File: config.mk
export PLATFORM = sky130hd
export DESIGN_NAME = flash_selfprog_addr_fuse_read
export DESIGN_NICKNAME = d
export VERILOG_FILES = /design/src/flash_selfprog_pkg.sv /design/src/flash_selfprog_addr_fuse_read.sv /design/src/pin_sync3.sv /design/src/prog_timer.sv
export SDC_FILE = /design/constraint.sdc
export NUM_CORES = 1
export LEC_CHECK = 0
export ABC_AREA = 1
export BUFFER_PORTS_ARGS = -buffer_cell sky130_fd_sc_hd__buf_2
export CELL_PAD_IN_SITES_DETAIL_PLACEMENT = 1
export CELL_PAD_IN_SITES_GLOBAL_PLACEMENT = 1
export CORE_MARGIN = 3
export CORE_UTILIZATION = 39
export DETAILED_ROUTE_END_ITERATION = 8
export HOLD_SLACK_MARGIN = 0.03
export PLACE_DENSITY = 0.92
export SLEW_MARGIN = 15
export SYNTH_ARGS = -nofsm -noshare
export SYNTH_HDL_FRONTEND = slang
export SYNTH_SLANG_ARGS = --single-unit
File: constraint.sdc
create_clock -name clk_in -period 4.15 [get_ports clk_in]
set_input_delay 0.415 -clock clk_in [delete_from_list [all_inputs] [get_ports clk_in]]
set_output_delay 0.415 -clock clk_in [all_outputs]
set_load 0.01 [all_outputs]
File: src/flash_selfprog_pkg.sv
// shared constants and types for the flash self-programming sequencer
package flash_selfprog_pkg;

    localparam int PTR_W = 16;
    localparam int WORD_SEL_BITS_DEFAULT = 5;
    localparam int STORE_WINDOW_CYC = 4;
    localparam int LOAD_WINDOW_CYC = 3;
    localparam logic [2:0] WINDOW_CNT_ZERO = 3'h0;

    localparam logic [15:0] PTR_FUSE_LOW = 16'h0000;
    localparam logic [15:0] PTR_LOCK = 16'h0001;
    localparam logic [15:0] PTR_FUSE_EXT = 16'h0002;
    localparam logic [15:0] PTR_FUSE_HIGH = 16'h0003;

    localparam int RWW_BUSY_POS = 6;
    localparam logic [4:0] CMD_BUF_LOAD = 5'h01;
    localparam logic [4:0] CMD_ERASE = 5'h03;
    localparam logic [4:0] CMD_WRITE = 5'h05;
    localparam logic [4:0] CMD_LOCK_FUSE = 5'h09;
    localparam logic [4:0] CMD_RWW_REEN = 5'h11;
    localparam logic [4:0] CTRL_RESET = 5'h00;
    localparam logic [7:0] STATUS_RESET = 8'h00;

    localparam longint CLK_KHZ = 40_000;
    localparam longint RC_KHZ_DEFAULT = 8_000;
    localparam longint PROG_MIN_NS = 3_200_000;
    localparam longint PROG_MAX_NS = 3_400_000;
    // one tick beyond the rounded-up minimum: the first tick can land anywhere
    localparam int PROG_TICKS_DEFAULT =
        int'((PROG_MIN_NS * RC_KHZ_DEFAULT + 64'd999_999) / 64'd1_000_000) + 1;
    localparam int PROG_TICKS_MAX = int'((PROG_MAX_NS * RC_KHZ_DEFAULT) / 64'd1_000_000);

    typedef struct packed {
        logic rww_read_reenable;
        logic lock_fuse_read_select;
        logic page_write_bit;
        logic page_erase_bit;
        logic store_enable;
    } ctrl_bits_t;

    // each bit high means that bit is programmed
    typedef struct packed {
        logic [7:0] lock_bits;
        logic [7:0] fuse_extended_byte;
        logic [7:0] fuse_high_byte;
        logic [7:0] fuse_low_byte;
    } nv_config_t;

    typedef enum {ST_IDLE, ST_ARMED, ST_PROG} seq_state_t;

endpackage : flash_selfprog_pkg

File: src/flash_selfprog_addr_fuse_read.sv
// store/load sequencer: pointer decode, fuse and lock reads, timed erase/write
`timescale 1ns/1ps
module flash_selfprog_addr_fuse_read
    import flash_selfprog_pkg::*;
#(
    parameter int WORD_SEL_BITS = WORD_SEL_BITS_DEFAULT,
    parameter int PROG_TICKS = PROG_TICKS_DEFAULT
) (
    input wire logic clk_in,
    input wire logic reset_in,
    input wire logic power_on_reset_in,
    input wire logic ctrl_write_in,
    input wire logic [7:0] ctrl_wdata_in,
    input wire logic store_exec_in,
    input wire logic [15:0] store_data_in,
    input wire logic load_exec_in,
    input wire logic [PTR_W-1:0] pointer_in,
    input wire logic eeprom_write_busy_in,
    input wire logic rc_osc_in,
    input wire nv_config_t nv_programmed_in,
    input wire logic [15:0] flash_rdata_in,
    output logic [7:0] program_store_ctrl_status_out,
    output logic [7:0] load_data_out,
    output logic load_valid_out,
    output logic flash_read_out,
    output logic [PTR_W-2:0] flash_word_addr_out,
    output logic [PTR_W-2-WORD_SEL_BITS:0] page_addr_out,
    output logic [WORD_SEL_BITS-1:0] word_sel_out,
    output logic [15:0] buffer_data_out,
    output logic buffer_load_out,
    output logic buffer_clear_out,
    output logic page_erase_out,
    output logic page_write_out,
    output logic lock_write_out,
    output logic ctrl_refused_out,
    output logic cpu_halt_out
);
    localparam int PAGE_W = PTR_W - 1 - WORD_SEL_BITS;
    generate
        if (WORD_SEL_BITS < 1 || WORD_SEL_BITS > PTR_W - 2) begin : g_bad_ws
            $error("WORD_SEL_BITS out of range");
        end
        if (PROG_TICKS < 1 || PROG_TICKS > PROG_TICKS_MAX) begin : g_bad_ticks
            $error("PROG_TICKS outside the erase/write window");
        end
        if (RC_KHZ_DEFAULT * 5 > CLK_KHZ) begin : g_bad_rc
            $error("oscillator too fast for the synchroniser");
        end
    endgenerate
    seq_state_t state_r;
    seq_state_t state_nxt;
    ctrl_bits_t ctrl_r;
    ctrl_bits_t ctrl_nxt;
    logic [2:0] rem_r;
    logic [2:0] rem_nxt;
    logic osc_level;
    logic osc_prev_r;
    logic op_done;
    logic rd1_r;
    logic fuse1_r;
    logic sel1_r;
    logic [7:0] fbyte1_r;
    logic rd2_r;
    logic fuse2_r;
    logic sel2_r;
    logic [7:0] fbyte2_r;
    // oscillator edges arrive from outside the clock domain
    pin_sync3 u_osc_sync (
        .clk_in(clk_in),
        .clear_in(power_on_reset_in),
        .async_in(rc_osc_in),
        .level_out(osc_level)
    );
    wire osc_tick = osc_level && !osc_prev_r;
    // command decode
    wire [4:0] wcmd = ctrl_wdata_in[4:0];
    wire cmd_ok = (wcmd == CMD_BUF_LOAD) || (wcmd == CMD_ERASE) || (wcmd == CMD_WRITE)
                  || (wcmd == CMD_LOCK_FUSE) || (wcmd == CMD_RWW_REEN);
    wire wr_go = ctrl_write_in && cmd_ok && !eeprom_write_busy_in && (state_r != ST_PROG);
    wire wr_refused = ctrl_write_in && cmd_ok && !wr_go;
    wire [4:0] cur = ctrl_r;
    wire armed = (state_r == ST_ARMED) && (rem_r != WINDOW_CNT_ZERO);
    wire is_erase = cur == CMD_ERASE;
    wire is_write = cur == CMD_WRITE;
    wire is_lock = cur == CMD_LOCK_FUSE;
    wire is_buf = cur == CMD_BUF_LOAD;
    wire is_reen = cur == CMD_RWW_REEN;
    wire store_go = store_exec_in && armed && !eeprom_write_busy_in;
    wire store_refused = store_exec_in && armed && eeprom_write_busy_in;
    wire op_go = store_go && (is_erase || is_write || is_lock);
    wire fuse_sel = armed && ctrl_r.lock_fuse_read_select && ctrl_r.store_enable;
    wire fuse_go = load_exec_in && fuse_sel && !eeprom_write_busy_in;
    wire fuse_refused = load_exec_in && fuse_sel && eeprom_write_busy_in;
    wire win_last = armed && (rem_r == 3'h1);
    wire arm_clear = (state_r == ST_ARMED) && !op_go && !wr_go
                     && (store_go || fuse_go || win_last);
    // pointer fields: word within page, then page; bit zero only for loads
    wire [PAGE_W-1:0] ptr_page = pointer_in[PTR_W-1:WORD_SEL_BITS+1];
    wire [WORD_SEL_BITS-1:0] ptr_word_sel = pointer_in[WORD_SEL_BITS:1];
    wire [PTR_W-2:0] ptr_word = pointer_in[PTR_W-1:1];
    wire ptr_b0 = pointer_in[0];
    // inversion turns programmed flags into read-as-zero bits
    wire [7:0] fuse_pick =
        (pointer_in == PTR_FUSE_HIGH) ? ~nv_programmed_in.fuse_high_byte :
        (pointer_in == PTR_FUSE_EXT) ? ~nv_programmed_in.fuse_extended_byte :
        ptr_b0 ? ~nv_programmed_in.lock_bits :
        ~nv_programmed_in.fuse_low_byte;
    wire [7:0] rdata_hi = flash_rdata_in[15:8];
    wire [7:0] rdata_lo = flash_rdata_in[7:0];
    wire [7:0] byte_pick = sel2_r ? rdata_hi : rdata_lo;
    wire [7:0] load_pick = fuse2_r ? fbyte2_r : byte_pick;
    wire [7:0] status_nxt = {1'b0, 1'b0, 1'b0, ctrl_r};
    wire hold_prog = reset_in && (state_r == ST_PROG);

    always_comb begin
        state_nxt = state_r;
        ctrl_nxt = ctrl_r;
        rem_nxt = WINDOW_CNT_ZERO;
        case (state_r)
            ST_IDLE: begin
                if (wr_go) begin
                    state_nxt = ST_ARMED;
                    ctrl_nxt = wcmd;
                    rem_nxt = (wcmd == CMD_LOCK_FUSE) ? 3'(LOAD_WINDOW_CYC) : 3'(STORE_WINDOW_CYC);
                end
            end
            ST_ARMED: begin
                if (wr_go) begin
                    ctrl_nxt = wcmd;
                    rem_nxt = (wcmd == CMD_LOCK_FUSE) ? 3'(LOAD_WINDOW_CYC) : 3'(STORE_WINDOW_CYC);
                end else if (op_go) begin
                    state_nxt = ST_PROG;
                end else if (arm_clear) begin
                    state_nxt = ST_IDLE;
                    ctrl_nxt = CTRL_RESET;
                end else begin
                    rem_nxt = rem_r - 3'h1;
                end
            end
            ST_PROG: begin
                if (op_done) begin
                    state_nxt = ST_IDLE;
                    ctrl_nxt = CTRL_RESET;
                end
            end
            default: begin
                state_nxt = ST_IDLE;
                ctrl_nxt = CTRL_RESET;
            end
        endcase
    end

    // a system reset leaves a running operation and its bits alone
    always_ff @(posedge clk_in) begin
        if (power_on_reset_in || (reset_in && !hold_prog)) begin
            state_r <= ST_IDLE;
            ctrl_r <= CTRL_RESET;
            rem_r <= WINDOW_CNT_ZERO;
        end else begin
            state_r <= state_nxt;
            ctrl_r <= ctrl_nxt;
            rem_r <= rem_nxt;
        end
    end

    always_ff @(posedge clk_in) begin
        if (power_on_reset_in) begin
            osc_prev_r <= 1'b0;
            program_store_ctrl_status_out <= STATUS_RESET;
        end else begin
            osc_prev_r <= osc_level;
            program_store_ctrl_status_out <= status_nxt;
        end
    end

    // command strobes, one cycle each
    always_ff @(posedge clk_in) begin
        if (power_on_reset_in || reset_in) begin
            buffer_load_out <= 1'b0;
            buffer_clear_out <= 1'b0;
            page_erase_out <= 1'b0;
            page_write_out <= 1'b0;
            lock_write_out <= 1'b0;
            ctrl_refused_out <= 1'b0;
        end else begin
            buffer_load_out <= store_go && is_buf;
            buffer_clear_out <= store_go && is_reen;
            page_erase_out <= store_go && is_erase;
            page_write_out <= store_go && is_write;
            lock_write_out <= store_go && is_lock;
            ctrl_refused_out <= wr_refused || store_refused || fuse_refused;
        end
    end

    // address and data captured with each store
    always_ff @(posedge clk_in) begin
        if (power_on_reset_in || reset_in) begin
            page_addr_out <= '0;
            word_sel_out <= '0;
            buffer_data_out <= 16'h0000;
        end else if (store_go) begin
            page_addr_out <= ptr_page;
            word_sel_out <= ptr_word_sel;
            buffer_data_out <= store_data_in;
        end
    end

    // load path: three cycles for both flash bytes and fuse bytes
    always_ff @(posedge clk_in) begin
        if (power_on_reset_in || reset_in) begin
            rd1_r <= 1'b0;
            fuse1_r <= 1'b0;
            sel1_r <= 1'b0;
            fbyte1_r <= 8'h00;
            flash_read_out <= 1'b0;
            flash_word_addr_out <= '0;
        end else begin
            rd1_r <= load_exec_in;
            fuse1_r <= fuse_go;
            sel1_r <= ptr_b0;
            fbyte1_r <= fuse_pick;
            flash_read_out <= load_exec_in && !fuse_go;
            flash_word_addr_out <= load_exec_in ? ptr_word : flash_word_addr_out;
        end
    end

    always_ff @(posedge clk_in) begin
        if (power_on_reset_in || reset_in) begin
            rd2_r <= 1'b0;
            fuse2_r <= 1'b0;
            sel2_r <= 1'b0;
            fbyte2_r <= 8'h00;
            load_valid_out <= 1'b0;
            load_data_out <= 8'h00;
        end else begin
            rd2_r <= rd1_r;
            fuse2_r <= fuse1_r;
            sel2_r <= sel1_r;
            fbyte2_r <= fbyte1_r;
            load_valid_out <= rd2_r;
            load_data_out <= rd2_r ? load_pick : load_data_out;
        end
    end

    // busy also halts the cpu
    prog_timer #(
        .TICKS(PROG_TICKS)
    ) u_timer (
        .clk_in(clk_in),
        .clear_in(power_on_reset_in),
        .start_in(op_go),
        .tick_in(osc_tick),
        .busy_out(cpu_halt_out),
        .done_out(op_done)
    );

    logic [31:0] ticks_seen_r;
    wire [7:0] lock_prog = nv_programmed_in.lock_bits;
    wire [7:0] low_prog = nv_programmed_in.fuse_low_byte;
    wire [7:0] high_prog = nv_programmed_in.fuse_high_byte;
    wire [7:0] ext_prog = nv_programmed_in.fuse_extended_byte;

    always_ff @(posedge clk_in) begin
        if (power_on_reset_in || op_go) begin
            ticks_seen_r <= 32'h0;
        end else if (cpu_halt_out && osc_tick) begin
            ticks_seen_r <= ticks_seen_r + 32'h1;
        end
    end
endmodule : flash_selfprog_addr_fuse_read

File: src/pin_sync3.sv
// three-stage synchroniser, level accepted once stages two and three agree
`timescale 1ns/1ps
module pin_sync3 (
    input wire logic clk_in,
    input wire logic clear_in,
    input wire logic async_in,
    output logic level_out
);
    logic s1_r;
    logic s2_r;
    logic s3_r;

    always_ff @(posedge clk_in) begin
        if (clear_in) begin
            s1_r <= 1'b0;
            s2_r <= 1'b0;
            s3_r <= 1'b0;
            level_out <= 1'b0;
        end else begin
            s1_r <= async_in;
            s2_r <= s1_r;
            s3_r <= s2_r;
            if (s2_r == s3_r) begin
                level_out <= s3_r;
            end
        end
    end
endmodule : pin_sync3

File: src/prog_timer.sv
// oscillator tick counter timing one erase or write operation
`timescale 1ns/1ps
module prog_timer #(
    parameter int TICKS = 16,
    parameter int CNT_W = $clog2(TICKS + 1)
) (
    input wire logic clk_in,
    input wire logic clear_in,
    input wire logic start_in,
    input wire logic tick_in,
    output logic busy_out,
    output logic done_out
);
    logic [CNT_W-1:0] cnt_r;
    wire last_tick = busy_out && tick_in && (cnt_r == CNT_W'(TICKS - 1));

    generate
        if (TICKS < 1) begin : g_bad
            $error("prog_timer needs at least one tick");
        end
    endgenerate

    // only power-on clears it, so an operation outlives a system reset
    always_ff @(posedge clk_in) begin
        if (clear_in) begin
            cnt_r <= '0;
            busy_out <= 1'b0;
            done_out <= 1'b0;
        end else begin
            done_out <= last_tick;
            if (start_in && !busy_out) begin
                busy_out <= 1'b1;
                cnt_r <= '0;
            end else if (last_tick) begin
                busy_out <= 1'b0;
            end else if (busy_out && tick_in) begin
                cnt_r <= cnt_r + 1'b1;
            end
        end
    end
endmodule : prog_timer

=== After elaboration in Yosys (flattened, before gate mapping) ===
Cells that the tools add are included.

* Bits in writable memories: 0
* Bits in latches: 0
* Logic and storage cells: 152
* Memories kept: 0
* Bits in read-only memories: 0
* Register bits: 154

* Reduce and logical (&&, ||, !) cells: 56
* Div/mod/pow operators: 0
* $lt $le $gt $ge: 0
* Eq/ne operators: 26
* Bitwise operators: 5
* Shifts and indexed selects: 0
* Multiply operators: 0
* Add/sub/neg operators: 2
* Muxes and demuxes: 25

{| class="wikitable"
|+ Operators by type and width
! operator !! count
|-
| $mux 32 || 5
|-
| $pmux 32 s3 || 1
|-
| $eq 32x2->1 const B || 2
|-
| $mux 8 || 5
|-
| $eq 16x2->1 const B || 2
|-
| $eq 32x1->1 const B || 1
|-
| $eq 32x3->1 const B || 1
|-
| $logic_not 32->1 || 1
|-
| $ne 32x3->1 const B || 1
|-
| $not 8->8 || 4
|-
| $logic_and 1x1->1 || 30
|-
| $mux 5 || 5
|-
| $add 15x1->15 const B || 1
|-
| $eq 15x15->1 const B || 1
|-
| $mux 3 || 5
|-
| $pmux 5 s3 || 1
|-
| $logic_or 1x1->1 || 12
|-
| $eq 5x1->1 const B || 2
|-
| $eq 5x2->1 const B || 2
|-
| $eq 5x3->1 const B || 2
|-
| $eq 5x4->1 const B || 2
|-
| $eq 5x5->1 const B || 2
|-
| $ne 3x3->1 const B || 3
|-
| $reduce_and 4->1 || 2
|-
| other kinds (13) || 21
|}

=== Longest topological paths before layout ===
* Depth in word-level cells: 15
* Depth in mapped cells: 11
* Gate-level depth less buffers: 11

=== Modules after synthesis ===
A second synthesis with hierarchy kept.

* Cells, all modules: 723
* Area, all modules: 5288.8 um^2

{| class="wikitable"
|+ By module, submodules not included
! module !! cells an instance !! sequential area each (um^2) !! times used !! area an instance (um^2)
|-
| flash_selfprog_addr_fuse_read || 545 || 2001.9 || 1 || 4091.4
|-
| prog_timer || 165 || 340.3 || 1 || 1076.0
|-
| pin_sync3 || 13 || 80.1 || 1 || 121.4
|}

=== Worst setup path after synthesis ===
No wires, ideal clock.

* Path type: in2reg
* Start point: in pointer_in[12]
* End point: reg fbyte1_r[5]
* Library setup time: 0.109 ns
* Cell stages on the path: 9
* Data arrival time: 1.408 ns
* Setup slack: 2.634 ns
* Path through: nor2_1 nand3_1 nor4_4 buf_6 nand3_1 nand2_1 inv_1 nand2_1 inv_1

* Word-level cells in the longest chain between the ends: 3

{| class="wikitable"
|+ Ends and longest elaborated chain
! item !! line !! RTL
|-
| from (decl) || flash_selfprog_addr_fuse_read.sv:17 || <nowiki>input wire logic [PTR_W-1:0] pointer_in,</nowiki>
|-
| $eq 16x2->1 || flash_selfprog_addr_fuse_read.sv:105 || <nowiki>(pointer_in == PTR_FUSE_EXT) ? ~nv_programmed_in.fuse_extended_byte :</nowiki>
|-
| $mux 8 || flash_selfprog_addr_fuse_read.sv:105 ||
|-
| $mux 8 * || flash_selfprog_addr_fuse_read.sv:104 || <nowiki>(pointer_in == PTR_FUSE_HIGH) ? ~nv_programmed_in.fuse_high_byte :</nowiki>
|-
| to (signal assigned) || flash_selfprog_addr_fuse_read.sv:221 || <nowiki>fbyte1_r <= fuse_pick;</nowiki>
|-
| to (decl) || flash_selfprog_addr_fuse_read.sv:62 || <nowiki>logic [7:0] fbyte1_r;</nowiki>
|}

Mark *: on every way between the ends. The rest lies on a longest branch, timed or not.
A chain may end at the register's enable or synchronous reset.

=== Worst setup path in the final report ===
* Start point: reg rem_r[0]
* End point: reg lock_write_out

* Word-level cells in the longest chain between the ends: 5

{| class="wikitable"
|+ Ends and longest elaborated chain
! item !! line !! RTL
|-
| from (decl) || flash_selfprog_addr_fuse_read.sv:54 || <nowiki>logic [2:0] rem_r;</nowiki>
|-
| from (signal assigned) || flash_selfprog_addr_fuse_read.sv:162 || <nowiki>rem_r <= rem_nxt;</nowiki>
|-
| $reduce_bool 3->1 || flash_selfprog_addr_fuse_read.sv:82 || <nowiki>wire armed = (state_r == ST_ARMED) && (rem_r != WINDOW_CNT_ZERO);</nowiki>
|-
| $logic_and 1x1->1 || flash_selfprog_addr_fuse_read.sv:82 ||
|-
| $logic_and 1x1->1 (2 in a row) || flash_selfprog_addr_fuse_read.sv:88 || <nowiki>wire store_go = store_exec_in && armed && !eeprom_write_busy_in;</nowiki>
|-
| $logic_and 1x1->1 || flash_selfprog_addr_fuse_read.sv:190 || <nowiki>lock_write_out <= store_go && is_lock;</nowiki>
|-
| to (signal assigned) || flash_selfprog_addr_fuse_read.sv:190 ||
|-
| to (decl) || flash_selfprog_addr_fuse_read.sv:34 || <nowiki>output logic lock_write_out,</nowiki>
|}

Every way passes these cells.

==> impl_metrics.ini <==
[outcome]
status = completed

[synth]
synth_largest_area_cell = dfxtp_1
synth-seq-area-share_pct = 46.1
ys_top_cells_by_count = dfxtp_1 (121), nor2_1 (109), nand2_1 (94)
synthAdderAreaFrac_pct = 1.19
syn_area_sq_um = 5260
yosys-top-cells-area = dfxtp_1 (46%), nor2_1 (7.8%), a21oi_1 (6.8%)
synth_top_family_by_area = simple AND/OR/NAND/NOR gates
ys_types = 35
synth-seq-cells = 121
synth-edff-count = 0
synth-xor-area-share_pct = 2.00
yosys.area.top_type_share_pct = 46.1
yosysMostFrequentCell = dfxtp_1
synth_compound_area_share_pct = 14.4
async_flop_share_pct = 0
synth-main-ff-cell = dfxtp_1
syn_inst = 706
synth-simple-area-share_pct = 26.5
synthMuxAreaShare_pct = 0
avgSynthCellArea_sq_um = 7.45
yosysWarnings = 0

[die]
die_area_sq_um = 14900
die_h_um = 122
num_rows = 41
initial_core_util_pct = 40.9
die_w_um = 122
io_pins = 167
core_sq_um = 12900

[final_layout]
fin_cells = 1043
drive_gt1_share_pct = 25.6
diodes = 0
nets = 961
area_growth_syn_to_layout_pct = 28.3
utilization_pct = 52.4

[global_routing]
antenna_found_initial = 1
first_global_vias = 5480
grt_pass1_wl_um = 26000
grt_usage_pct = 22.4
grt-ovfl-total = 0
grt_start_max_net_pins = 47

[sta]
hold_violations = 0
period_minus_slack_ns = 2.22
setup_tns_ns = 0
min_period_over_period_pct = 53.4
max_freq_mhz = 451
rsz0062_at_grt = no
final.setup_skew_ns = 0.00723
setup_viol = 0
worst_pin_slew_ns = 0.997
hold_slack_ns = 0.201
slew_viol_final = 0
maxSlewHeadroom_pct = 33.0

[clock_tree]
clock_sinks = 121
cts_htree_levels = 4
clk_latency_ns = 0.42
cts_tree = yes
cts_buffer_depth = 2
cts_setup_buffers = 0
ctsRootBufferMaster = clkbuf_16
numCtsBuffers = 17
cts.repair.resized = 0
postCtsHoldBufs = 0
path_clk_slew_ns = 0.05

[critical_path]
r2r_slack_ns = 1.93
cp.required_ns = 4.50
end_kind = register
cp-start-kind = register
path_class = reg2reg
worstPathMaxFanout = 36
cp_data_arrival_time_ns = 2.57

[placed_design]
placed_cells = 1013
dpl.hpwl_um = 11800
port_buffers = 160
gp_congestion = 0.874

[hold_path]
hold_path.class = in2reg

[drt]
drc = 0
firstDrtPassIters = 4
vias = 5180
postRouteAntennaNets = 0
first_iter_violations = 197
totalWireLength_um = 16400
vias_per_cell = 4.97
wl_per_cell_um = 15.7

[run]
cap_violations = 0

[power_and_ir_drop]
p_per_area_nw_per_um2 = 421
p_leak_nw = 3.07
ir_drop_mv = 0.259
==> final cells by class <==
class,count,area [sq um]
well taps,172,215
clock buffers,22,474
repair buffers,162,816
multi-input cells,461,2330
flip-flops and latches,121,2420
inverters,97,367
clock inverters,8,120
fillers,1667,6130
==> worst max-delay path, cell delays in order (launching register included) <==
cell     delay, ns
dfxtp_1       0.34
inv_1         0.07
ha_1          0.20
nand2_1       0.16
nand4_4       0.33
inv_2         0.32
buf_4         0.39
nand2_1       0.18
nor2_1        0.13
==> flip-flops by register name, indices dropped and copies added, names as in the netlist, 2 cells and up <==
name	cells
buffer_data_out	16
ctrl_r	5
fbyte1_r	8
fbyte2_r	8
flash_word_addr_out	15
load_data_out	8
page_addr_out	10
program_store_ctrl_status_out	5
rem_r	3
state_r	2
u_timer.cnt_r	15
word_sel_out	5
==> cells in the final DEF, fill, tap and decap left out, types with 2 or more instances in the layout <==
cell type   Yosys  final
a21oi_1        71     71
nand2_2         6      6
o21ai_0        54     54
clkinv_2        0      3
buf_4           5      2
nor3_1          9      9
clkinvlp_4      0      2
a21boi_2        2      2
nand3_1        46     46
nor2_1        109    109
xor2_1         11     11
nor4_4          3      3
inv_1          82     82
bufinv_16       0      3
clkbuf_16       0     17
clkbuf_8        0      3
conb_1          1      3
dfxtp_1       121    121
nor2_4          1      2
ha_1            5      5
o211ai_1        8      8
nor2_2          3      2
nand4_1        12     12
o21ai_1         6      6
buf_2           6    160
clkbuf_1       16      2
clkinv_1        2      2
inv_2          12     12
nand3_4         2      2
nand2_1        94     94
nand3b_1        9      9
==> worst paths after layout <==
kind	start	end	depth (start not counted)
worst min register to register	sel1_r	sel2_r	2
worst max-delay path	rem_r[0]	lock_write_out	8
worst min-delay path	rc_osc_in	u_osc_sync.s1_r	3
worst max register to register	rem_r[0]	lock_write_out	8
==> metrics by stage <==
step	area [sq um]	power (W)	worst slack (ns)
5_1_grt	6750	0.00295	1.68
3_3_place_gp	6150	0.00137	1.86
6_report	6750	0.00284	1.93
4_1_cts	6750	0.00287	1.87
2_1_floorplan	5270	0.00130	2.63
3_5_place_dp	6150	0.00138	1.85
==> cells by family after synthesis <==
logic type,Yosys count
xor+xnor,12
other cells,1
buf+inv,126
simple gates,298
compound gates,143
fa+ha+maj,5
flops,121
==> metal layers <==
layer,GRT usage (%),share of wire [%]
met1,24.8,41
met2,40.2,51
met3,6.41,5.7
met4,9.03,2.0
met5,0,0.067
==> power by group <==
group          total [W]  switching (W)  internal [W]
registers        0.00119     0.00000782       0.00118
clock network    0.00149       0.000506      0.000980
logic           0.000167       0.000100     0.0000664
No activity file was read; power rests on OpenSTA's default activity.
